<file path="src/inc/dacoc_pkg.sv">
// Shared constants and types for the DAC output option control block
package dacoc_pkg;

   // Serial control word layout
   localparam int WORD_BITS = 16;
   localparam int WORD_ZERO_BIT = 15;
   localparam int IDX_MSB = 14;
   localparam int IDX_LSB = 8;

   // Register indices carried in the control word
   localparam logic [6:0] SOFT_RESET_IDX = 7'h12;
   localparam logic [6:0] FILTER_CTRL_IDX = 7'h14;
   localparam logic [6:0] OUTPUT_OPT_IDX = 7'h16;

   // Field positions
   localparam int SOFT_RESET_BIT = 7;
   localparam int FILTER_ROLLOFF_BIT = 5;
   localparam int ZERO_GROUP_BIT = 2;
   localparam int ZERO_POL_BIT = 1;
   localparam int PHASE_INV_BIT = 0;

   // Reset values of the option bits
   localparam logic FILTER_ROLLOFF_RESET = 1'b0;
   localparam logic PHASE_INV_RESET = 1'b0;
   localparam logic ZERO_POL_RESET = 1'b0;
   localparam logic ZERO_GROUP_RESET = 1'b0;

   // Timing: 64x oversampling tick derived from the system clock
   localparam int CLK_HZ = 50_000_000;
   localparam int FS_HZ = 48_000;
   localparam int OS_RATIO = 64;
   localparam int OS_DIV = CLK_HZ / (FS_HZ * OS_RATIO);
   localparam logic [7:0] OS_DIV_LAST = 8'(OS_DIV - 1);

   // Consecutive zero samples before a zero detect
   localparam logic [10:0] ZERO_RUN = 11'h400;

   // Sample and modulator widths
   localparam int SAMPLE_W = 24;
   localparam int ACC_W = 30;

   typedef struct packed {
      logic filter_rolloff_select;
      logic output_phase_invert;
      logic zero_flag_polarity;
      logic zero_flag_grouping;
   } dacoc_opt_t;

   localparam dacoc_opt_t OPT_RESET = '{FILTER_ROLLOFF_RESET, PHASE_INV_RESET,
                                        ZERO_POL_RESET, ZERO_GROUP_RESET};

   typedef enum logic [1:0] {
      SP_IDLE = 2'b01,
      SP_SHIFT = 2'b10
   } dacoc_sp_state_t;

endpackage : dacoc_pkg

</file>
<file path="src/rtl/dacoc_modulator.sv">
// Eight-level fourth-order delta-sigma modulator for one channel
`timescale 1ns/1ns
module dacoc_modulator
   import dacoc_pkg::*;
(
   // Clock and reset
   input wire logic clk_sys,
   input wire logic rst_n,
   // Oversampled input
   input wire logic os_tick,
   input wire logic invert,
   input wire logic signed [SAMPLE_W-1:0] din,
   // Quantizer level 0..7
   output logic [2:0] level
);

   logic signed [ACC_W-1:0] acc [4];
   logic signed [ACC_W-1:0] x_ext;
   logic signed [ACC_W-1:0] fb;
   logic signed [ACC_W-1:0] q;
   logic signed [3:0] lvl_s;
   logic [2:0] next_level;

   // Wider than the sample so negating full scale cannot wrap
   // Half scale in: full scale asks for two levels, leaving room for shaped noise
   always_comb
   begin
      x_ext = ACC_W'(din) >>> 1;
      if (invert)
         x_ext = -x_ext;
   end

   // Feedback is this tick's decision recentred to -4..3, one step per 2^21
   // Taken before the level flop: an extra loop delay makes the shaper unstable
   always_comb
   begin
      lvl_s = $signed({1'b0, next_level}) - 4'sd4;
      fb = {{5{lvl_s[3]}}, lvl_s, 21'h0};
   end

   // Four cascaded integrators, each fed back from the quantizer
   always_ff @(posedge clk_sys or negedge rst_n)
   begin
      if (!rst_n)
      begin
         for (int k = 0; k < 4; k++)
            acc[k] <= '0;
      end
      else if (os_tick)
      begin
         // Weights 1/4, 1, 3/2, 1 put all four noise poles at 0.75, gain below two
         acc[0] <= acc[0] + ((x_ext - fb) >>> 2);
         acc[1] <= acc[1] + (acc[0] >>> 2) - fb;
         acc[2] <= acc[2] + (acc[1] >>> 2) - fb - (fb >>> 1);
         acc[3] <= acc[3] + (acc[2] >>> 2) - fb;
      end
   end

   // Eight-level quantizer with clamping
   always_comb
   begin
      q = acc[3] >>> 21;
      if (q > 30'sd3)
         next_level = 3'h7;
      else if (q < -30'sd4)
         next_level = 3'h0;
      else
         next_level = q[2:0] + 3'h4;
   end

   always_ff @(posedge clk_sys or negedge rst_n)
   begin
      if (!rst_n)
         level <= 3'h4;
      else if (os_tick)
         level <= next_level;
   end
endmodule : dacoc_modulator

</file>
<file path="src/rtl/dacoc_top.sv">
// DAC output option control: serial control port, options, zero flags, modulators
// Summary of operation
// - Filter bit 0 sharp, 1 slow rolloff
// - 16-bit word, bit15 zero, index 14:8
// - Phase bit 1 inverts analog output
// - Polarity bit selects zero flag active level
// - Grouping 0 gives independent left/right flags
// - Grouping 1: common flag right, left unassigned
// - Eight-level fourth-order delta-sigma modulator
// - Filter and modulator run at 64 fs
`timescale 1ns/1ns
module dacoc_top
   import dacoc_pkg::*;
(
   // Clock and reset
   input wire logic clk_sys,
   input wire logic rstn,
   // Three-wire serial control port
   input wire logic ctl_latch_n,
   input wire logic ctl_clk,
   input wire logic ctl_data,
   // Audio samples at fs
   input wire logic signed [SAMPLE_W-1:0] sample_l,
   input wire logic signed [SAMPLE_W-1:0] sample_r,
   input wire logic sample_valid,
   // Zero flag pins
   output logic right_zero_flag_out,
   output logic left_zero_flag_out,
   output logic left_zero_flag_oe,
   // Modulator levels
   output logic [2:0] dac_level_l,
   output logic [2:0] dac_level_r
);

   logic [1:0] rst_sync;
   logic rst_n;
   logic [1:0] sync_latch;
   logic [1:0] sync_clk;
   logic [1:0] sync_data;
   logic prev_latch;
   logic prev_clk;
   logic latch_rise;
   logic latch_fall;
   logic clk_rise;
   dacoc_sp_state_t sp_state;
   logic [WORD_BITS-1:0] shift_word;
   logic [4:0] bit_cnt;
   logic commit;
   logic [WORD_BITS-1:0] commit_word;
   dacoc_opt_t opt;
   logic [7:0] os_cnt;
   logic os_tick;
   logic [1:0] zero_det;
   logic signed [SAMPLE_W-1:0] ch_in [2];
   logic [2:0] ch_level [2];

   function automatic logic word_hits(input logic [WORD_BITS-1:0] w, input logic [6:0] idx);
      word_hits = (w[IDX_MSB:IDX_LSB] == idx);
   endfunction : word_hits

   // Reset release through two flops
   always_ff @(posedge clk_sys or negedge rstn)
   begin
      if (!rstn)
         rst_sync <= 2'h0;
      else
         rst_sync <= {rst_sync[0], 1'b1};
   end
   assign rst_n = rst_sync[1];

   // Control pins are asynchronous to clk_sys
   always_ff @(posedge clk_sys or negedge rst_n)
   begin
      if (!rst_n)
      begin
         sync_latch <= 2'h3;
         sync_clk <= 2'h0;
         sync_data <= 2'h0;
         prev_latch <= 1'b1;
         prev_clk <= 1'b0;
      end
      else
      begin
         sync_latch <= {sync_latch[0], ctl_latch_n};
         sync_clk <= {sync_clk[0], ctl_clk};
         sync_data <= {sync_data[0], ctl_data};
         prev_latch <= sync_latch[1];
         prev_clk <= sync_clk[1];
      end
   end

   assign latch_rise = sync_latch[1] & ~prev_latch;
   assign latch_fall = ~sync_latch[1] & prev_latch;
   assign clk_rise = sync_clk[1] & ~prev_clk;

   // Word framed by the latch pin, MSB first on rising serial clock
   always_ff @(posedge clk_sys or negedge rst_n)
   begin
      if (!rst_n)
      begin
         sp_state <= SP_IDLE;
         shift_word <= 16'h0000;
         bit_cnt <= 5'h00;
         commit <= 1'b0;
         commit_word <= 16'h0000;
      end
      else
      begin
         commit <= 1'b0;
         case (sp_state)
            SP_IDLE:
            begin
               if (latch_fall)
               begin
                  shift_word <= 16'h0000;
                  bit_cnt <= 5'h00;
                  sp_state <= SP_SHIFT;
               end
            end
            SP_SHIFT:
            begin
               if (latch_rise)
               begin
                  // Short, long or bit-15-set words are dropped whole
                  if (bit_cnt == 5'h10 && !shift_word[WORD_ZERO_BIT])
                  begin
                     commit <= 1'b1;
                     commit_word <= shift_word;
                  end
                  sp_state <= SP_IDLE;
               end
               else if (clk_rise)
               begin
                  shift_word <= {shift_word[WORD_BITS-2:0], sync_data[1]};
                  if (bit_cnt != 5'h1f)
                     bit_cnt <= bit_cnt + 5'h01;
               end
            end
            default:
               sp_state <= SP_IDLE;
         endcase
      end
   end

   // Option register; soft reset shares the power-on values
   always_ff @(posedge clk_sys or negedge rst_n)
   begin
      if (!rst_n)
         opt <= OPT_RESET;
      else if (commit)
      begin
         if (word_hits(commit_word, SOFT_RESET_IDX))
         begin
            if (commit_word[SOFT_RESET_BIT])
               opt <= OPT_RESET;
         end
         else if (word_hits(commit_word, FILTER_CTRL_IDX))
            opt.filter_rolloff_select <= commit_word[FILTER_ROLLOFF_BIT];
         else if (word_hits(commit_word, OUTPUT_OPT_IDX))
         begin
            opt.zero_flag_grouping <= commit_word[ZERO_GROUP_BIT];
            opt.zero_flag_polarity <= commit_word[ZERO_POL_BIT];
            opt.output_phase_invert <= commit_word[PHASE_INV_BIT];
         end
      end
   end

   // 64 fs oversample enable
   always_ff @(posedge clk_sys or negedge rst_n)
   begin
      if (!rst_n)
      begin
         os_cnt <= 8'h00;
         os_tick <= 1'b0;
      end
      else
      begin
         os_tick <= (os_cnt == OS_DIV_LAST);
         os_cnt <= (os_cnt == OS_DIV_LAST) ? 8'h00 : os_cnt + 8'h01;
      end
   end

   assign ch_in[0] = sample_l;
   assign ch_in[1] = sample_r;

   // Per channel: zero detect, interpolator, modulator
   for (genvar c = 0; c < 2; c++)
   begin : g_ch
      logic [10:0] zrun;
      logic signed [SAMPLE_W-1:0] held;
      logic signed [SAMPLE_W-1:0] interp;
      logic signed [SAMPLE_W:0] diff;

      always_ff @(posedge clk_sys or negedge rst_n)
      begin
         if (!rst_n)
         begin
            zrun <= 11'h000;
            zero_det[c] <= 1'b0;
         end
         else if (sample_valid)
         begin
            if (ch_in[c] == '0)
            begin
               if (zrun != ZERO_RUN)
                  zrun <= zrun + 11'h001;
               zero_det[c] <= (zrun >= ZERO_RUN - 11'h001);
            end
            else
            begin
               zrun <= 11'h000;
               zero_det[c] <= 1'b0;
            end
         end
      end

      // Slow rolloff trades stopband rejection for a gentler transient
      assign diff = {held[SAMPLE_W-1], held} - {interp[SAMPLE_W-1], interp};
      always_ff @(posedge clk_sys or negedge rst_n)
      begin
         if (!rst_n)
         begin
            held <= '0;
            interp <= '0;
         end
         else
         begin
            if (sample_valid)
               held <= ch_in[c];
            if (os_tick)
            begin
               if (opt.filter_rolloff_select)
                  interp <= interp + SAMPLE_W'(diff >>> 3);
               else
                  interp <= held;
            end
         end
      end

      dacoc_modulator u_mod (
         .clk_sys(clk_sys),
         .rst_n(rst_n),
         .os_tick(os_tick),
         .invert(opt.output_phase_invert),
         .din(interp),
         .level(ch_level[c])
      );
   end

   assign dac_level_l = ch_level[0];
   assign dac_level_r = ch_level[1];

   // Zero flag pins; left pin is released when grouped
   always_ff @(posedge clk_sys or negedge rst_n)
   begin
      if (!rst_n)
      begin
         right_zero_flag_out <= 1'b0;
         left_zero_flag_out <= 1'b0;
         left_zero_flag_oe <= 1'b1;
      end
      else
      begin
         if (opt.zero_flag_grouping)
            right_zero_flag_out <= (zero_det[0] & zero_det[1]) ^ opt.zero_flag_polarity;
         else
            right_zero_flag_out <= zero_det[1] ^ opt.zero_flag_polarity;
         left_zero_flag_out <= zero_det[0] ^ opt.zero_flag_polarity;
         left_zero_flag_oe <= ~opt.zero_flag_grouping;
      end
   end
endmodule : dacoc_top

</file>
<file path="config.mk">
export PLATFORM = sky130hd
export DESIGN_NAME = dacoc_top
export DESIGN_NICKNAME = d
export VERILOG_FILES = /design/src/inc/dacoc_pkg.sv /design/src/rtl/dacoc_modulator.sv /design/src/rtl/dacoc_top.sv
export SDC_FILE = /design/constraint.sdc
export NUM_CORES = 2
export LEC_CHECK = 0
export BUFFER_PORTS_ARGS = -buffer_cell sky130_fd_sc_hd__buf_4
export CORE_AREA = 5 5 334 336
export DETAILED_ROUTE_END_ITERATION = 6
export DIE_AREA = 0 0 339 341
export PLACE_DENSITY_LB_ADDON = 0.12
export RECOVER_POWER = 50
export SYNTH_ARGS = -nofsm -noshare
export SYNTH_HDL_FRONTEND = slang
export SYNTH_SLANG_ARGS = --single-unit
</file>
<file path="constraint.sdc">
create_clock -name clk_sys -period 15.5 [get_ports clk_sys]
set_clock_uncertainty 0.15 [all_clocks]
set_input_delay 0.775 -clock clk_sys [delete_from_list [all_inputs] [get_ports clk_sys]]
set_output_delay 0.775 -clock clk_sys [all_outputs]
set_load 0.05 [all_outputs]
</file>
==> impl_metrics.yaml <==
job:
  max_cap_violations: 14
yosys:
  synthArstFlopShare: 1.000
  synth-edff-count: 0
  synth_area_um2: 37610
  synth_seq_cells: 428
  synth_nets: 5054
  ys_warn_count: 0
  synthDistinctLibCells: 78
  synth_ff_type: "dfrtp_1"
  synthCells: 4470
  avgSynthCellArea_um2: 8.415
  ys_seq_area_frac: 0.2850
cts:
  cts.path.max_buffers: 3
  cts_resized: 0
  post_cts_buffers: 0
  clk_pin_slew_ps: 60
  numClockSinks: 428
  postCtsHoldBufs: 3
  root_buffer: "clkbuf_16"
  cts.htree.levels: 2
  cts_made_buffers: 58
  cts_tree: "built"
  worst_skew_pair.late_latency_ps: 680
critical_path:
  end_kind: "flop"
  start_kind: "flop"
  required_ps: 15920
  cp_max_fo: 146
  criticalPathCategory: "flop to flop"
  arrival_ps: 9700
timing:
  worstMarginPinSlew_ps: 6439
  min_period_ps: 9281
  finalCritPeriodShare: 0.5988
  finalHoldViolCount: 0
  fin_tns_setup_ps: 0
  worst_slack_ps: 6219
  fmax_mhz: 107.7
  setup_viol: 0
  holdWs_ps: 92.54
  grt_setup_unrepaired: "no"
  slew_headroom: -3.293
  maxSlewViolCount: 827
floorplanning:
  dieArea_um2: 115600
  initial_core_util: 0.3475
  design.core.area_um2: 108200
  rows: 121
  die_height_um: 341
  dieWidth_um: 339
  ios: 63
cells_and_area:
  final_cell_mix: "inv_1, ha_1, dfrtp_1"
  area_growth_pct: 10.91
  layout_commonest_cell: "inv_1"
  nets: 5089
  fillCellCount: 11220
  drive_gt1_frac: 0.05730
  post-route-util: 0.3854
  diodes: 0
drt:
  num_vias: 29670
  drt_wl_total_mm: 91.26
  route.detailed.drc: 0
  first_pass_iters: 5
  dr.first_iter.drc_count: 1278
  via_per_inst: 4.971
  final_antenna_net_count: 0
  wire_per_inst_um: 15.29
placement:
  port_buffers: 62
  place_hpwl_mm: 69.36
  gp_congestion: 0.8260
  place_worst_setup_slack_ps: 8809
global_route:
  grt_pass1_vias: 29020
  grt_max_degree: 147
  met2_usage: 0.2635
  grt_use_met1: 0.2163
  grt-ovfl-total: 0
  gr-usage-met3: 0.01792
  busiest_layer: "met2"
  grt_antenna_before_repair: 0
  grt_pass1_wl_mm: 151.5
  grt_util_all_layers: 0.1567
hold_path:
  hold_path.class: "input port to flop"
power_and_ir_drop:
  cellPowerDensity_nw_per_um2: 143.6
  peakVddDrop_mv: 0.09569
  leakage_nw: 20.52
outcome:
  violations: "capacitance limit, slew limit"
  status: "finished, violations left"
## cells in the mapped netlist (all sizes together), types with 33 or more instances
cell type  instances  area share
ha               474        0.16
nand2b            47      0.0078
nor2b             42      0.0070
o31ai             33      0.0066
clkbuf            86      0.0086
o21a              48      0.0096
a31oi             42      0.0070
o21bai            45      0.0090
nor3              58      0.0077
xnor2            233       0.054
or3               40      0.0067
nand3             74      0.0098
xor2              99       0.023
inv              700       0.070
a211oi            34      0.0068
nor2             251       0.025
dfrtp            421        0.28
mux2i             78       0.021
o21ai            312       0.042
a21oi            315       0.042
nand2            370       0.037
fa                56       0.030
mux2              70       0.021
a21o             163       0.033
## sequential cells by signal, indices dropped and copies added, names as in the netlist
| register | cells |
|---|---|
| g_ch.interp | 48 |
| commit_word | 12 |
| sp_state | 2 |
| left_zero_flag_oe | 1 |
| g_ch.zrun | 22 |
| bit_cnt | 5 |
| rst_sync | 2 |
| sync_data | 2 |
| sync_latch | 2 |
| opt | 4 |
| shift_word | 16 |
| left_zero_flag_out | 1 |
| prev_latch | 1 |
| prev_clk | 1 |
| commit | 1 |
| g_ch.u_mod.acc | 240 |
| right_zero_flag_out | 1 |
| zero_det | 2 |
| os_cnt | 8 |
| sync_clk | 2 |
| os_tick | 1 |
| g_ch.held | 48 |
| g_ch.u_mod.level | 6 |
## path summary, 6_finish.rpt
kind,start,endpoint,slack [ps],cells after the start
min in group asynchronous,rstn,rst_sync[0],270,2
max in group asynchronous,rst_sync[1],g_ch[1].u_mod.acc[34],7860,3
min reg2reg,sync_clk[0],sync_clk[1],200,0
min,ctl_clk,sync_clk[0],90,1
max,os_tick,g_ch[0].u_mod.acc[59],6220,7
max reg2reg,os_tick,g_ch[0].u_mod.acc[59],6220,7
## routing by layer
layer  share of wire  up-vias
met3           0.026      100
li1                -    15440
met2            0.46      275
met4           0.021        0
met1            0.49    13860
met5               0        -
## worst max-delay path, stage by stage, from the launching register on
cell and delay, ps:
dfrtp_1 1120, clkbuf_1 1890, clkbuf_1 4520, nand2b_1 360, or3_1 560, a21boi_0 170
a211oi_1 70, nand4_1 130
## power breakdown
| group | internal (mW) | leakage (nW) | total [mW] | switching (mW) |
|---|---|---|---|---|
| registers | 1.27 | 5.40 | 1.36 | 0.0914 |
| logic | 1.39 | 14.1 | 3.10 | 1.71 |
| clock network | 0.962 | 1.06 | 1.53 | 0.568 |
## metrics by stage
stage	cells	instance area, µm²	total power [mW]
after floorplan	4470	37610	3.879
after global placement	5856	39630	4.472
after detailed placement	5856	39630	4.486
after CTS	5969	41840	6.081
after global routing	5969	41720	6.570
final	5969	41720	5.992
## cell families after synthesis
logic type / after synthesis / share of synthesized area
XOR/XNOR: 333 / 0.07791
adder cells (fa/ha/maj): 530 / 0.1875
multiplexers: 148 / 0.04205
AND/OR/NAND/NOR: 1050 / 0.1322
buffers and inverters: 816 / 0.08163
other: 1 / 0.00009970
flip-flops: 428 / 0.2850
AO/OA/AOI/OAI: 1164 / 0.1937
## layout make-up
cell class	instances	area (µm²)	share of cell area
multi-input cells	3226	23830	0.5712
flip-flops and latches	428	10720	0.2570
inverters	701	2633	0.06311
well taps	1414	1769	0.04241
clock buffers	85	1704	0.04085
repair buffers	90	585.6	0.01404
clock inverters	25	474.2	0.01137
(Power assumes the default switching activity.)
